File: src/rtl/cpc_pkg.sv
// Purpose: constants, types and code tables for the charge profile configuration block
// Assumes: 10 MHz ref_clk, 7-bit bus address, 8-bit subaddress
package cpc_pkg;

  localparam logic [6:0] DEV_ADDR     = 7'h48;
  localparam logic [7:0] SUB_CFG1     = 8'h02;
  localparam logic [7:0] SUB_CFG2     = 8'h03;
  localparam logic [7:0] SUB_CFG3     = 8'h04;
  localparam logic [7:0] SUB_CFG_EN   = 8'h11;

  localparam logic [7:0] CFG1_RST     = 8'h00;
  localparam logic [7:0] CFG2_RST     = 8'h00;
  localparam logic [7:0] CFG3_RST     = 8'h00;
  localparam logic       CFG_EN_RST   = 1'b0;

  localparam int PRE_HI   = 7;
  localparam int PRE_LO   = 6;
  localparam int TCOLD_HI = 5;
  localparam int TCOLD_LO = 3;
  localparam int TNORM_HI = 2;
  localparam int TNORM_LO = 0;
  localparam int EOC_HI   = 7;
  localparam int EOC_LO   = 6;
  localparam int TWARM_HI = 5;
  localparam int TWARM_LO = 3;
  localparam int THOT_HI  = 2;
  localparam int THOT_LO  = 0;
  localparam int ICOLD_HI = 7;
  localparam int ICOLD_LO = 4;
  localparam int INORM_HI = 3;
  localparam int INORM_LO = 0;
  localparam int CFG_EN_BIT = 0;

  localparam logic [2:0] TERM_INVALID = 3'h7;

  localparam logic signed [7:0] T_LOW   = 8'sh00;
  localparam logic signed [7:0] T_COLD  = 8'sh0A;
  localparam logic signed [7:0] T_NORM  = 8'sh2D;
  localparam logic signed [7:0] T_WARM  = 8'sh32;
  localparam logic signed [7:0] T_HIGH  = 8'sh3C;

  typedef enum logic [6:0] {
    ST_IDLE = 7'b0000001,
    ST_ADDR = 7'b0000010,
    ST_SUB  = 7'b0000100,
    ST_WR   = 7'b0001000,
    ST_ACK  = 7'b0010000,
    ST_RD   = 7'b0100000,
    ST_MACK = 7'b1000000
  } cpc_state_e;

  typedef enum logic [4:0] {
    BAND_FAULT  = 5'b00001,
    BAND_COLD   = 5'b00010,
    BAND_NORMAL = 5'b00100,
    BAND_WARM   = 5'b01000,
    BAND_HOT    = 5'b10000
  } cpc_band_e;

  // 2-bit current code in mA, shared by pre-charge and end-of-charge
  function automatic logic [8:0] cpc_small_ma(input logic [1:0] code);
    case (code)
      2'h0:    cpc_small_ma = 9'h032;
      2'h1:    cpc_small_ma = 9'h064;
      2'h2:    cpc_small_ma = 9'h0B9;
      default: cpc_small_ma = 9'h172;
    endcase
  endfunction

  // 4-bit charge current code in mA
  function automatic logic [10:0] cpc_cur_ma(input logic [3:0] code);
    if (code == 4'h0) cpc_cur_ma = 11'h032;
    else cpc_cur_ma = 11'({7'h00, code} * 11'h064);
  endfunction

  // termination code in mV; invalid code gives zero
  function automatic logic [12:0] cpc_term_mv(input logic [2:0] code);
    case (code)
      3'h0:    cpc_term_mv = 13'h0F64;
      3'h1:    cpc_term_mv = 13'h0FA0;
      3'h2:    cpc_term_mv = 13'h0FD2;
      3'h3:    cpc_term_mv = 13'h1004;
      3'h4:    cpc_term_mv = 13'h1018;
      3'h5:    cpc_term_mv = 13'h1036;
      3'h6:    cpc_term_mv = 13'h1054;
      default: cpc_term_mv = 13'h0000;
    endcase
  endfunction

endpackage

File: src/rtl/cpc_config_regs.sv
// Purpose: two-wire bus slave holding the three charge profile registers and the enable bit
// Assumes: scl, sda and vbat_low come from pins; temp_c comes from logic on ref_clk
// Notes:   open-drain sda; subaddress auto-increments after every data byte
`timescale 1ns/10ps
module cpc_config_regs import cpc_pkg::*; (
  input  wire logic               ref_clk,
  input  wire logic               rst,
  input  wire logic               ce,
  input  wire logic               scl_in,
  input  wire logic               sda_in,
  output logic                    sda_out,
  output logic                    sda_oe,
  input  wire logic               vbat_low,
  input  wire logic signed [7:0]  temp_c,
  input  wire logic [3:0]         warm_current_code,
  input  wire logic [3:0]         hot_current_code,
  output logic [12:0]             term_mv,
  output logic [10:0]             ilimit_ma,
  output logic [8:0]              eoc_ma,
  output cpc_band_e               band,
  output logic                    charge_en,
  output logic                    temp_fault,
  output logic                    cfg_access
);

  logic        scl_s1_r, scl_s2_r, scl_d_r;
  logic        sda_s1_r, sda_s2_r, sda_d_r;
  logic        vlow_s1_r, vlow_s2_r;
  cpc_state_e  st_r;
  logic [3:0]  bit_cnt_r;
  logic [7:0]  shift_r;
  logic [7:0]  sub_r;
  logic        rw_r;
  logic        sub_seen_r;
  logic        mack_r;
  logic        sda_out_r;
  logic        sda_oe_r;
  logic [7:0]  cfg1_r, cfg2_r, cfg3_r;
  logic        cfg_en_r;

  // pin synchronisers; the second stage feeds logic, the third stage only the scl/sda edge detectors
  always_ff @(posedge ref_clk or posedge rst) begin
    if (rst) begin
      {scl_s1_r, scl_s2_r, scl_d_r} <= 3'h7;
      {sda_s1_r, sda_s2_r, sda_d_r} <= 3'h7;
      {vlow_s1_r, vlow_s2_r}        <= 2'h0;
    end else if (ce) begin
      {scl_s1_r, scl_s2_r, scl_d_r} <= {scl_in, scl_s1_r, scl_s2_r};
      {sda_s1_r, sda_s2_r, sda_d_r} <= {sda_in, sda_s1_r, sda_s2_r};
      {vlow_s1_r, vlow_s2_r}        <= {vbat_low, vlow_s1_r};
    end
  end

  logic       scl_rise, scl_fall, start_cond, stop_cond, byte_done, addr_hit;
  logic       wr_stb, sel_cfg1, sel_cfg2, sel_cfg3, sel_en, prof_ok;
  logic [7:0] rd_data;

  assign scl_rise   = scl_s2_r & ~scl_d_r;
  assign scl_fall   = ~scl_s2_r & scl_d_r;
  assign start_cond = scl_s2_r & scl_d_r & sda_d_r & ~sda_s2_r;
  assign stop_cond  = scl_s2_r & scl_d_r & ~sda_d_r & sda_s2_r;
  assign byte_done  = scl_fall && (bit_cnt_r == 4'h8);
  assign addr_hit   = (shift_r[7:1] == DEV_ADDR);
  assign wr_stb     = byte_done && (st_r == ST_WR);
  assign sel_cfg1   = (sub_r == SUB_CFG1);
  assign sel_cfg2   = (sub_r == SUB_CFG2);
  assign sel_cfg3   = (sub_r == SUB_CFG3);
  assign sel_en     = (sub_r == SUB_CFG_EN);
  assign prof_ok    = cfg_en_r;
  assign rd_data    = (sel_cfg1 && prof_ok) ? cfg1_r :
                      (sel_cfg2 && prof_ok) ? cfg2_r :
                      (sel_cfg3 && prof_ok) ? cfg3_r :
                      sel_en ? {7'h00, cfg_en_r} : 8'h00;

  // bus protocol engine
  always_ff @(posedge ref_clk or posedge rst) begin
    if (rst) begin
      st_r       <= ST_IDLE;
      bit_cnt_r  <= 4'h0;
      shift_r    <= 8'h00;
      sub_r      <= 8'h00;
      rw_r       <= 1'b0;
      sub_seen_r <= 1'b0;
      mack_r     <= 1'b0;
      sda_out_r  <= 1'b0;
      sda_oe_r   <= 1'b0;
    end else if (ce) begin
      if (start_cond) begin
        st_r       <= ST_ADDR;
        bit_cnt_r  <= 4'h0;
        sub_seen_r <= 1'b0;
        sda_oe_r   <= 1'b0;
      end else if (stop_cond) begin
        st_r     <= ST_IDLE;
        sda_oe_r <= 1'b0;
      end else begin
        case (st_r)
          ST_ADDR, ST_SUB, ST_WR: begin
            if (scl_rise && bit_cnt_r != 4'h8) begin
              shift_r   <= {shift_r[6:0], sda_s2_r};
              bit_cnt_r <= bit_cnt_r + 4'h1;
            end else if (byte_done) begin
              if (st_r == ST_ADDR && !addr_hit) begin
                st_r <= ST_IDLE;
              end else begin
                if (st_r == ST_ADDR) rw_r <= shift_r[0];
                if (st_r == ST_SUB) begin
                  sub_r      <= shift_r;
                  sub_seen_r <= 1'b1;
                end
                if (st_r == ST_WR) sub_r <= sub_r + 8'h01;
                sda_out_r <= 1'b0;
                sda_oe_r  <= 1'b1;
                st_r      <= ST_ACK;
              end
            end
          end
          ST_ACK: begin
            if (scl_fall) begin
              bit_cnt_r <= 4'h0;
              if (rw_r) begin
                shift_r   <= rd_data;
                sda_out_r <= rd_data[7];
                sda_oe_r  <= ~rd_data[7];
                st_r      <= ST_RD;
              end else begin
                sda_oe_r <= 1'b0;
                st_r     <= sub_seen_r ? ST_WR : ST_SUB;
              end
            end
          end
          ST_RD: begin
            if (scl_rise) begin
              bit_cnt_r <= bit_cnt_r + 4'h1;
            end else if (byte_done) begin
              sda_oe_r <= 1'b0;
              sub_r    <= sub_r + 8'h01;
              st_r     <= ST_MACK;
            end else if (scl_fall) begin
              shift_r   <= {shift_r[6:0], 1'b0};
              sda_out_r <= shift_r[6];
              sda_oe_r  <= ~shift_r[6];
            end
          end
          ST_MACK: begin
            if (scl_rise) begin
              mack_r <= ~sda_s2_r;
            end else if (scl_fall) begin
              bit_cnt_r <= 4'h0;
              if (mack_r) begin
                shift_r   <= rd_data;
                sda_out_r <= rd_data[7];
                sda_oe_r  <= ~rd_data[7];
                st_r      <= ST_RD;
              end else begin
                st_r <= ST_IDLE;
              end
            end
          end
          ST_IDLE: begin
            sda_oe_r <= 1'b0;
          end
          default: begin
            st_r <= ST_IDLE;
          end
        endcase
      end
    end
  end

  // register file; profile writes are dropped until access is enabled
  always_ff @(posedge ref_clk or posedge rst) begin
    if (rst) begin
      cfg1_r   <= CFG1_RST;
      cfg2_r   <= CFG2_RST;
      cfg3_r   <= CFG3_RST;
      cfg_en_r <= CFG_EN_RST;
    end else if (ce && wr_stb) begin
      if (sel_en) cfg_en_r <= shift_r[CFG_EN_BIT];
      else if (sel_cfg1 && prof_ok) cfg1_r <= shift_r;
      else if (sel_cfg2 && prof_ok) cfg2_r <= shift_r;
      else if (sel_cfg3 && prof_ok) cfg3_r <= shift_r;
    end
  end

  assign sda_out    = sda_out_r;
  assign sda_oe     = sda_oe_r;
  assign cfg_access = cfg_en_r;

  cpc_profile_select u_select (
    .ref_clk           (ref_clk),
    .rst               (rst),
    .ce                (ce),
    .cfg1              (cfg1_r),
    .cfg2              (cfg2_r),
    .cfg3              (cfg3_r),
    .warm_current_code (warm_current_code),
    .hot_current_code  (hot_current_code),
    .temp_c            (temp_c),
    .vbat_low          (vlow_s2_r),
    .term_mv_r         (term_mv),
    .ilimit_ma_r       (ilimit_ma),
    .eoc_ma_r          (eoc_ma),
    .band_r            (band),
    .charge_en_r       (charge_en),
    .temp_fault_r      (temp_fault)
  );

  prof_lock_a: assert property (@(posedge ref_clk) disable iff (rst)
    ce && wr_stb && sel_cfg1 && !cfg_en_r |=> $stable(cfg1_r))
    else $error("profile write taken while access disabled");
  prof_take_a: assert property (@(posedge ref_clk) disable iff (rst)
    ce && wr_stb && sel_cfg3 && cfg_en_r |=> cfg3_r == $past(shift_r))
    else $error("enabled profile write not stored");
  addr_miss_a: assert property (@(posedge ref_clk) disable iff (rst)
    ce && byte_done && st_r == ST_ADDR && !addr_hit && !start_cond && !stop_cond
    |=> st_r == ST_IDLE && !sda_oe_r)
    else $error("foreign address acknowledged");
  addr_ack_a: assert property (@(posedge ref_clk) disable iff (rst)
    ce && byte_done && st_r == ST_ADDR && addr_hit && !start_cond && !stop_cond
    |=> sda_oe_r && !sda_out_r && st_r == ST_ACK)
    else $error("own address not acknowledged");

  write_c:  cover property (@(posedge ref_clk) disable iff (rst) ce && wr_stb && sel_cfg2 && cfg_en_r);
  read_c:   cover property (@(posedge ref_clk) disable iff (rst) st_r == ST_MACK ##1 st_r == ST_RD);
  locked_c: cover property (@(posedge ref_clk) disable iff (rst) ce && wr_stb && sel_cfg1 && !cfg_en_r);

endmodule // cpc_config_regs

File: src/rtl/cpc_profile_select.sv
// Purpose: picks and decodes the charge settings of the present temperature band
// Assumes: temp_c and vbat_low already on ref_clk
// Notes:   all outputs registered, one cycle behind inputs
`timescale 1ns/10ps
module cpc_profile_select import cpc_pkg::*; (
  input  wire logic               ref_clk,
  input  wire logic               rst,
  input  wire logic               ce,
  input  wire logic [7:0]         cfg1,
  input  wire logic [7:0]         cfg2,
  input  wire logic [7:0]         cfg3,
  input  wire logic [3:0]         warm_current_code,
  input  wire logic [3:0]         hot_current_code,
  input  wire logic signed [7:0]  temp_c,
  input  wire logic               vbat_low,
  output logic      [12:0]        term_mv_r,
  output logic      [10:0]        ilimit_ma_r,
  output logic      [8:0]         eoc_ma_r,
  output cpc_band_e               band_r,
  output logic                    charge_en_r,
  output logic                    temp_fault_r
);

  cpc_band_e   band_nxt;
  logic [2:0]  tcode;
  logic [3:0]  icode;
  logic        tcode_bad;
  logic [10:0] ilim_nxt;

  assign band_nxt = (temp_c < T_LOW || temp_c > T_HIGH) ? BAND_FAULT :
                    (temp_c <= T_COLD)                  ? BAND_COLD  :
                    (temp_c <= T_NORM)                  ? BAND_NORMAL :
                    (temp_c <= T_WARM)                  ? BAND_WARM  : BAND_HOT;

  assign tcode = (band_nxt == BAND_COLD)   ? cfg1[TCOLD_HI:TCOLD_LO] :
                 (band_nxt == BAND_NORMAL) ? cfg1[TNORM_HI:TNORM_LO] :
                 (band_nxt == BAND_WARM)   ? cfg2[TWARM_HI:TWARM_LO] :
                 (band_nxt == BAND_HOT)    ? cfg2[THOT_HI:THOT_LO]   : 3'h0;

  assign icode = (band_nxt == BAND_COLD)   ? cfg3[ICOLD_HI:ICOLD_LO] :
                 (band_nxt == BAND_NORMAL) ? cfg3[INORM_HI:INORM_LO] :
                 (band_nxt == BAND_WARM)   ? warm_current_code : hot_current_code;

  assign tcode_bad = (tcode == TERM_INVALID);
  assign ilim_nxt  = (band_nxt == BAND_FAULT) ? 11'h000 :
                     vbat_low ? {2'h0, cpc_small_ma(cfg1[PRE_HI:PRE_LO])} : cpc_cur_ma(icode);

  always_ff @(posedge ref_clk or posedge rst) begin
    if (rst) begin
      term_mv_r    <= 13'h0000;
      ilimit_ma_r  <= 11'h000;
      eoc_ma_r     <= 9'h000;
      band_r       <= BAND_FAULT;
      charge_en_r  <= 1'b0;
      temp_fault_r <= 1'b0;
    end else if (ce) begin
      term_mv_r    <= cpc_term_mv(tcode);
      ilimit_ma_r  <= ilim_nxt;
      eoc_ma_r     <= cpc_small_ma(cfg2[EOC_HI:EOC_LO]);
      band_r       <= band_nxt;
      charge_en_r  <= (band_nxt != BAND_FAULT) && !tcode_bad;
      temp_fault_r <= (band_nxt == BAND_FAULT);
    end
  end

  precharge_lim_a: assert property (@(posedge ref_clk) disable iff (rst)
    ce && vbat_low && temp_c >= T_LOW && temp_c <= T_HIGH
    |=> ilimit_ma_r == {2'h0, cpc_small_ma($past(cfg1[PRE_HI:PRE_LO]))})
    else $error("pre-charge limit not applied");
  eoc_map_a: assert property (@(posedge ref_clk) disable iff (rst)
    ce |=> eoc_ma_r == cpc_small_ma($past(cfg2[EOC_HI:EOC_LO])))
    else $error("end-of-charge current wrong");
  normal_term_a: assert property (@(posedge ref_clk) disable iff (rst)
    ce && temp_c > T_COLD && temp_c <= T_NORM |=> term_mv_r == cpc_term_mv($past(cfg1[TNORM_HI:TNORM_LO])))
    else $error("normal band termination wrong");
  temp_fault_a: assert property (@(posedge ref_clk) disable iff (rst)
    ce && (temp_c < T_LOW || temp_c > T_HIGH) |=> temp_fault_r && !charge_en_r && ilimit_ma_r == 11'h000)
    else $error("out of range temperature did not stop charging");
  band_edge_a: assert property (@(posedge ref_clk) disable iff (rst)
    ce && temp_c == T_NORM |=> band_r == BAND_NORMAL)
    else $error("boundary temperature took the upper band");
  bad_term_a: assert property (@(posedge ref_clk) disable iff (rst)
    ce && temp_c > T_WARM && temp_c <= T_HIGH && cfg2[THOT_HI:THOT_LO] == TERM_INVALID |=> !charge_en_r)
    else $error("invalid termination code let charging run");
  cold_cur_a: assert property (@(posedge ref_clk) disable iff (rst)
    ce && !vbat_low && temp_c >= T_LOW && temp_c <= T_COLD
    |=> ilimit_ma_r == cpc_cur_ma($past(cfg3[ICOLD_HI:ICOLD_LO])))
    else $error("cold band current wrong");

  hot_band_c: cover property (@(posedge ref_clk) disable iff (rst) ce && band_r == BAND_HOT && charge_en_r);
  fault_c:    cover property (@(posedge ref_clk) disable iff (rst) temp_fault_r ##1 !temp_fault_r);

endmodule // cpc_profile_select

File: config.mk
export PLATFORM = sky130hd
export DESIGN_NAME = cpc_config_regs
export DESIGN_NICKNAME = d
export VERILOG_FILES = /design/src/rtl/cpc_pkg.sv /design/src/rtl/cpc_config_regs.sv /design/src/rtl/cpc_profile_select.sv
export SDC_FILE = /design/constraint.sdc
export NUM_CORES = 1
export LEC_CHECK = 0
export BUFFER_PORTS_ARGS = -buffer_cell sky130_fd_sc_hd__buf_2
export CAP_MARGIN = 20
export CORE_ASPECT_RATIO = 1.1
export CORE_MARGIN = 1
export CORE_UTILIZATION = 54
export CTS_CLUSTER_SIZE = 20
export DETAILED_ROUTE_END_ITERATION = 6
export GPL_ROUTABILITY_DRIVEN = 1
export PLACE_DENSITY = 0.78
export SLEW_MARGIN = 25
export SYNTH_ARGS = -nofsm -noshare
export SYNTH_HDL_FRONTEND = slang
export SYNTH_SLANG_ARGS = --single-unit
File: constraint.sdc
create_clock -name ref_clk -period 3.2 [get_ports ref_clk]
set_clock_uncertainty 0.15 [all_clocks]
set_input_delay 0.48 -clock ref_clk [delete_from_list [all_inputs] [get_ports ref_clk]]
set_output_delay 0.48 -clock ref_clk [all_outputs]
set_load 0.01 [all_outputs]
==> results of run 1 <==
-- state kept, by name, summed over array words and instances, names as in the netlist, 4 cells and up --
name,cells
shift_r,8
u_select.ilimit_ma_r,11
cfg2_r,8
cfg1_r,8
sub_r,8
st_r,7
bit_cnt_r,4
u_select.term_mv_r,9
cfg3_r,8
u_select.eoc_ma_r,7
u_select.band_r,5
-- cell families (layout without fill, tap and decap cells) --
logic type / count (synthesis) / in the layout / synth area share, %
xor+xnor: 11 / 11 / 1.62
compound gates: 141 / 141 / 15.8
mux: 69 / 69 / 13.3
other cells: 1 / 1 / 0.0631
flops: 99 / 99 / 41.8
simple gates: 168 / 168 / 16.0
fa+ha+maj: 25 / 25 / 5.39
buf+inv: 78 / 148 / 5.98
-- power groups by stage --
stage               clock network, W  logic [W]  registers [W]
floorplan                          0   0.000394        0.00142
global placement                   0   0.000520        0.00144
detailed placement                 0   0.000535        0.00145
CTS                          0.00115   0.000539        0.00142
global route                 0.00119   0.000607        0.00144
finish                       0.00113   0.000541        0.00142
-- synth_stat cells (all sizes together) (12+ instances only) --
master / count / area share, %
nor2: 32 / 2.1
dfrtp: 91 / 38
o22ai: 12 / 1.3
ha: 24 / 5.0
mux2: 58 / 11
nand3: 21 / 1.8
a21oi: 23 / 1.9
nand2: 45 / 3.1
o21ai: 47 / 4.0
buf: 23 / 2.5
inv: 45 / 2.8
nor3: 13 / 1.7
-- worst min path at each step --
stage                     slack [ps]                             start  cells past startpoint                                to
final                             90                               rst                      3    u_select.band_r[4]$_DFFE_PP0P_
after CTS                        150                               rst                      3    u_select.band_r[4]$_DFFE_PP0P_
after global placement           300  u_select.eoc_ma_r[5]$_DFFE_PP0P_                      1  u_select.eoc_ma_r[5]$_DFFE_PP0P_
after detailed placement         310  u_select.eoc_ma_r[5]$_DFFE_PP0P_                      1  u_select.eoc_ma_r[5]$_DFFE_PP0P_
after floorplan                  310          bit_cnt_r[3]$_DFFE_PP0P_                      1          bit_cnt_r[3]$_DFFE_PP0P_
after global routing             180                               rst                      3    u_select.band_r[4]$_DFFE_PP0P_
-- through the flow --
step	cell area (um^2)	hold WS, ps	setup TNS (ps)	utilization [%]	instances
after floorplan	5960	311	-1.40	-	592
after global placement	6460	297	-378	61.3	788
after detailed placement	6460	307	-827	61.3	788
after CTS	6770	151	0	64.2	804
after global routing	6790	181	0	64.4	805
final	6790	88.7	0	64.4	805
-- worst min-delay path, stage by stage --
cell and delay (ps):
buf_2 110, clkinvlp_4 70, buf_12 370
-- per-layer routing --
layer	GRT usage, %	vias up
met2	44.0	153
met5	0	-
li1	-	2253
met1	32.2	2381
met3	4.11	35
met4	12.5	0
-- final cells by class --
class / instances / area, um^2
sequential: 99 / 2490
tap: 143 / 179
fill: 841 / 3750
timing repair buffer: 87 / 508
clock inverter: 7 / 88.8
multi-input combinational: 415 / 3130
clock buffer: 9 / 225
inverter: 45 / 173
-- what timing repair did --
action                     CTS  global route
resized for setup            0             4
setup buffers                0             1
setup endpoints to repair    0             2
hold buffers                 0             0
==> out/qor.csv, run 1 <==
metric,value,unit
status,"complete, no violations",
clock transition at the registers of the reported paths,70,ps
Tcrit/Tclk final,94.7,%
clk sink count,99,
fin crit period,3030,ps
"commonest non-fill, non-tap cell in the layout",dfrtp_1,
Crit Path Max Fanout,6,
buffers and inverters on the worst path,4,
CTS buffer count,9,
"Clk Latency, worst-skew pair",360,ps
initial antenna violation count,0,
Area Overhead vs Synth,14.2,%
Via density,5.99,
highest metal used,met4,
H-Tree Depth,3,
CP Class,input pin to register,
Die Ht,112,um
DRT iter0 DRCs,288,
Placer Congestion,0.911,
max cap viols,0,
Max clock buf depth,2,
Worst EP arrival,3090,ps
RSZ-0062 raised after global routing,no,
Post-synth EDFFs,0,
Comb power frac,17.5,%
clk root buf,clkbuf_16,
CTS tree,yes,
register bit total from synthesis,99,
# DRC,0,
Peak VDD IR,0.000267,V
crit start category,input pin,
Post-Syn Area,5950,um^2
P_leak,3.30,nW
Critical Path Sink,u_select.ilimit_ma_r[10]$_DFFE_PP0P_,
fraction of layout instances using a drive strength above 1,26.7,%
Levels on crit path,16,
HP Class,input pin to asynchronous set/reset pin,
initial core utilization,56.4,%
Flop pwr share,46.0,%
r2r worst-path depth,7,
delay of the slowest critical-path stage,450,ps
Final Power,0.00309,W
syn avg cell area,10.0,um^2
end of the worst register-to-register path,shift_r[0]$_DFFE_PP0P_,
met2 wire len,7030,um
Net Sw Frac,30.5,%
Die Width,102,um
setup ws final,169,ps
CP dominant cell by count,inv_1,
I/O pin total,65,
core area,10500,um^2
pre-CTS setup slack,-264,ps
Post-Synthesis Net Count,639,
M1 wire length,5870,um
pwr dens,455,nW/um^2
Netlist cell types,76,
most frequent cells in the layout,"dfrtp_1 (91), buf_2 (63), inv_1 (44)",
Synth Flop Type,dfrtp_1,
setup violators final,0,
sequential share of the synthesized area,41.8,%
Clock Power Share,36.5,%
IO Port Bufs,63,
ANT cells,0,
Mapped Cells,592,
cell family with most CP delay,compound AO/OA/AOI/OAI gates,
cells along the critical path,"buf_2, a21o_1, a2111o_1, nand2_2, o22ai_1, a22oi_2, inv_1, ha_1, ha_1, inv_1, fa_2, inv_1, a31oi_1, xnor2_1, nand4_1, o21ai_0",
switching pwr,0.000943,W
largest net degree at the start of global routing,100,
FF-to-FF Start,sub_r[6]$_DFFE_PP0P_,
GRT Util Overall,26.0,%
Crit. Startpoint,temp_c[0],
total number of yosys warnings,0,
Post-DP HPWL,10200,um
GR Overflow Total,0,
Initial DRT Pass Iterations,6,
antenna-violating nets left,0,
CP max stage cell,a2111o_1,
detail-routed net length per standard cell,17.3,um
CP Capture Type,register,
Post-layout nets,704,
slew of the pin with the lowest slew margin,656,ps
metal3 WL,604,um
Slew headroom,56.3,%
flop-to-flop setup slack,290,ps
max-slew violations,0,
"Req. time, crit path",3260,ps
Detailed Route WL,13900,um
# rows,39,
Fin. Hold Viols,0,
total die area,11400,um^2
fmax,0.330,GHz
first-pass GRT wire length,23200,um
vias in the first global route,4803,
internal power,0.00215,W
vias,4822,
asr flop ratio synth,100,%
(Power assumes the default switching activity.)
==> run 2: changes to the inputs <==
- SYNTH_HIERARCHICAL: default -> 1
==> out/qor.csv, run 2 <==
metric,value,unit,change
status,"finished, violations left",,"was complete, no violations"
failing checks,negative setup slack,,
Post-Syn Area,6160,um^2,was 5950 um^2
Fin. Hold Viols,0,,unchanged
Synth Area in XOR/XNOR,1.71,%,was 1.62%
"non-filler cells, final",856,,was 805
slew of the pin with the lowest slew margin,657,ps,was 656 ps
max reg flops,11,,unchanged
vias in the first global route,5072,,"was 4,803"
main combinational cell family by area after synthesis,compound AO/OA/AOI/OAI gates,,was simple AND/OR/NAND/NOR gates
sequential share of the synthesized area,40.4,%,was 41.8%
top post-synthesis cells by area,"dfrtp_1 (37%), mux2_2 (5.5%), ha_1 (5.1%)",,"was dfrtp_1 (38%), mux2_2 (5.3%), ha_1 (5.0%)"
setup ws final,-101,ps,was 169 ps
Yosys top cell area share,37.0,%,was 38.3%
P_leak,3.25,nW,was 3.30 nW
Detailed Route WL,14600,um,"was 13,900 um"
Fillers,898,,was 841
met2 wire len,7370,um,was 7030 um
Worst EP arrival,3420,ps,was 3090 ps
pwr dens,475,nW/um^2,was 455 nW/um^2
"Clk Latency, worst-skew pair",350,ps,was 360 ps
Synth Flop Type,dfrtp_1,,unchanged
Post-layout nets,752,,was 704
multiplexer share of the synthesized area,12.7,%,was 13.3%
most frequent cells in the layout,"dfrtp_1 (91), buf_2 (61), inv_1 (45)",,"was dfrtp_1 (91), buf_2 (63), inv_1 (44)"
clock transition at the registers of the reported paths,70,ps,about the same
clk root buf,clkbuf_16,,unchanged
# DRC,0,,unchanged
Slew headroom,56.1,%,was 56.3%
max-slew violations,0,,unchanged
Post-synth EDFFs,0,,unchanged
delay of the slowest critical-path stage,540,ps,was 450 ps
detail-routed net length per standard cell,17.0,um,was 17.3 um
Post-Synthesis Net Count,673,,was 639
DP Cell Count,837,,was 788
CP max stage cell,or4b_4,,was a2111o_1
Netlist cell types,85,,was 76
HP Class,input pin to register,,was input pin to asynchronous set/reset pin
smallest hold slack,216,ps,was 88.7 ps
flop-to-flop setup slack,400,ps,was 290 ps
CTS buffer count,9,,unchanged
largest registers,"u_select/ilimit_ma_r (11), u_select/term_mv_r (9)",,"was u_select.ilimit_ma_r (11), u_select.term_mv_r (9)"
Crit Path Max Fanout,3,,was 6
first-pass GRT wire length,24400,um,"was 23,200 um"
max cap viols,0,,unchanged
IO Port Bufs,63,,unchanged
post-synthesis compound-gate area fraction,17.2,%,was 15.8%
cell family with most CP delay,adder cells,,was compound AO/OA/AOI/OAI gates
CP Class,input pin to register,,unchanged
Reg with most FFs,u_select/ilimit_ma_r,,was u_select.ilimit_ma_r
cells along the critical path,"buf_6, or4b_4, o22a_4, mux2_4, mux2_4, mux2i_4, inv_2, ha_4, ha_4, inv_2, fa_2, xor2_1, o21ai_1, nand3_1, o21ai_1",,"was buf_2, a21o_1, a2111o_1, nand2_2, o22ai_1, a22oi_2, inv_1, ha_1, ha_1, inv_1, fa_2, inv_1, a31oi_1, xnor2_1, nand4_1, o21ai_0"
clk sink count,99,,unchanged
synthesized-area fraction occupied by adder cells,5.40,%,was 5.39%
syn avg cell area,9.86,um^2,was 10.0 um^2
total die area,11800,um^2,"was 11,400 um^2"
Placer Congestion,0.895,,was 0.911
"Req. time, crit path",3320,ps,was 3260 ps
Post-DP HPWL,10800,um,"was 10,200 um"
DRT iter0 DRCs,313,,was 288
Initial DRT Pass Iterations,5,,was 6
Max clock buf depth,2,,unchanged
area of the multi-input gates,3330,um^2,was 3130 um^2
fin crit period,3300,ps,was 3030 ps
RSZ-0062 raised after global routing,yes,,was no
CTS tree,yes,,unchanged
CP Capture Type,register,,unchanged
GR Overflow Total,0,,unchanged
"count leader, synth",dfrtp_1,,unchanged
largest net degree at the start of global routing,53,,was 100
Die Width,104,um,was 102 um
asr flop ratio synth,100,%,unchanged
Tcrit/Tclk final,103,%,was 94.7%
vias,5097,,"was 4,822"
# rows,40,,was 39
buffers and inverters on the worst path,3,,was 4
total number of yosys warnings,6,,was 0
M1 wire length,5980,um,was 5870 um
register bit total from synthesis,99,,unchanged
fmax,0.303,GHz,was 0.330 GHz
initial antenna violation count,0,,unchanged
ANT cells,0,,unchanged
Area Overhead vs Synth,15.2,%,was 14.2%
setup violators final,4,,was 0
GRT Util Overall,25.9,%,was 26.0%
"commonest non-fill, non-tap cell in the layout",dfrtp_1,,unchanged
metal3 WL,731,um,was 604 um
antenna-violating nets left,0,,unchanged
Via density,5.95,,was 5.99
fraction of layout instances using a drive strength above 1,27.6,%,was 26.7%
I/O pin total,65,,unchanged
initial core utilization,56.0,%,was 56.4%
Die Ht,114,um,was 112 um
Post-synth top cells,"dfrtp_1 (91), inv_1 (49), nand2_1 (43)",,"was dfrtp_1 (91), inv_1 (45), nand2_1 (41)"
H-Tree Depth,3,,unchanged
core area,11000,um^2,"was 10,500 um^2"
register area,2490,um^2,unchanged
simple-gate share of the synthesized area,16.2,%,was 16.0%
Mapped Cells,625,,was 592
highest metal used,met4,,unchanged
"area leader, netlist",dfrtp_1,,unchanged
Peak VDD IR,0.000470,V,was 0.000267 V
crit start category,input pin,,unchanged
-- run 2: what timing repair did --
item / CTS / global route
setup endpoints to repair: 4 / 4
hold buffers: 1 / 0
pin swaps: 4 / 2
buffers inserted: 2 / 0
gates resized for setup: 4 / 1
endpoints found under the hold margin: 9 / 0
-- run 2: layout make-up --
type | instances | area share, %
clock inverters | 5 | 0.546
inverters | 49 | 2.59
flip-flops and latches | 99 | 35.0
multi-input cells | 441 | 46.8
well taps | 147 | 2.59
repair buffers | 104 | 8.99
clock buffers | 11 | 3.42
-- run 2: metrics by stage --
step	util [%]	TNS, ps	cell area [um^2]	total power, W	worst slack [ps]
after global placement	61.5	-1920	6780	0.00231	-451
after detailed placement	61.5	-2590	6780	0.00234	-534
after global routing	64.5	-640	7100	0.00354	-198
after CTS	64.5	-195	7100	0.00338	-77.6
after floorplan	-	-1390	6200	0.00212	-380
final	64.5	-251	7100	0.00337	-101
-- run 2: kinds of logic (layout without fill, tap and decap cells) --
group | after synthesis | after routing
AOI/OAI and AO/OA | 158 | 158
xor gates and xnor gates | 12 | 12
adders and majority gates | 26 | 26
buffers and inverters | 85 | 169
DFF | 99 | 99
muxes | 69 | 69
other | 1 | 1
and+or+nand+nor | 175 | 175
-- run 2: layer usage --
layer / GRT usage [%] / vias to the layer above
met2: 46.1 / 192
met5: 0 / -
li1: - / 2393
met4: 12.5 / 0
met3: 4.40 / 35
met1: 30.5 / 2477
-- run 2: worst register-to-register path: cells and delay by family (launching register included) --
kind / cells / cell delay, ps
and+or+nand+nor: 2 / 1050
muxes: 1 / 390
DFF: 1 / 500
AOI/OAI and AO/OA: 2 / 590
-- run 2: power breakdown --
part | switching [W] | internal [W] | leakage [nW]
logic | 0.000439 | 0.000366 | 1.83
clock network | 0.000485 | 0.000552 | 0.136
registers | 0.000164 | 0.00136 | 1.29
total | 0.00109 | 0.00228 | 3.25
-- run 2: path summary, 6_finish.rpt --
kind                            depth (start not counted)                             start                             endpoint
worst max-delay path                                   15                         temp_c[7]  u_select/ilimit_ma_r[8]$_DFFE_PP0P_
worst min-delay path                                    2                            scl_in                 scl_s1_r$_DFFE_PP1P_
worst max register to register                          5               st_r[3]$_DFFE_PP0P_               shift_r[6]$_DFFE_PP0P_
worst min register to register                          1  u_select/eoc_ma_r[5]$_DFFE_PP0P_     u_select/eoc_ma_r[5]$_DFFE_PP0P_
max in group asynchronous                               4                               rst                 sda_s2_r$_DFFE_PP1P_
min in group asynchronous                               3                               rst                cfg3_r[0]$_DFFE_PP0P_
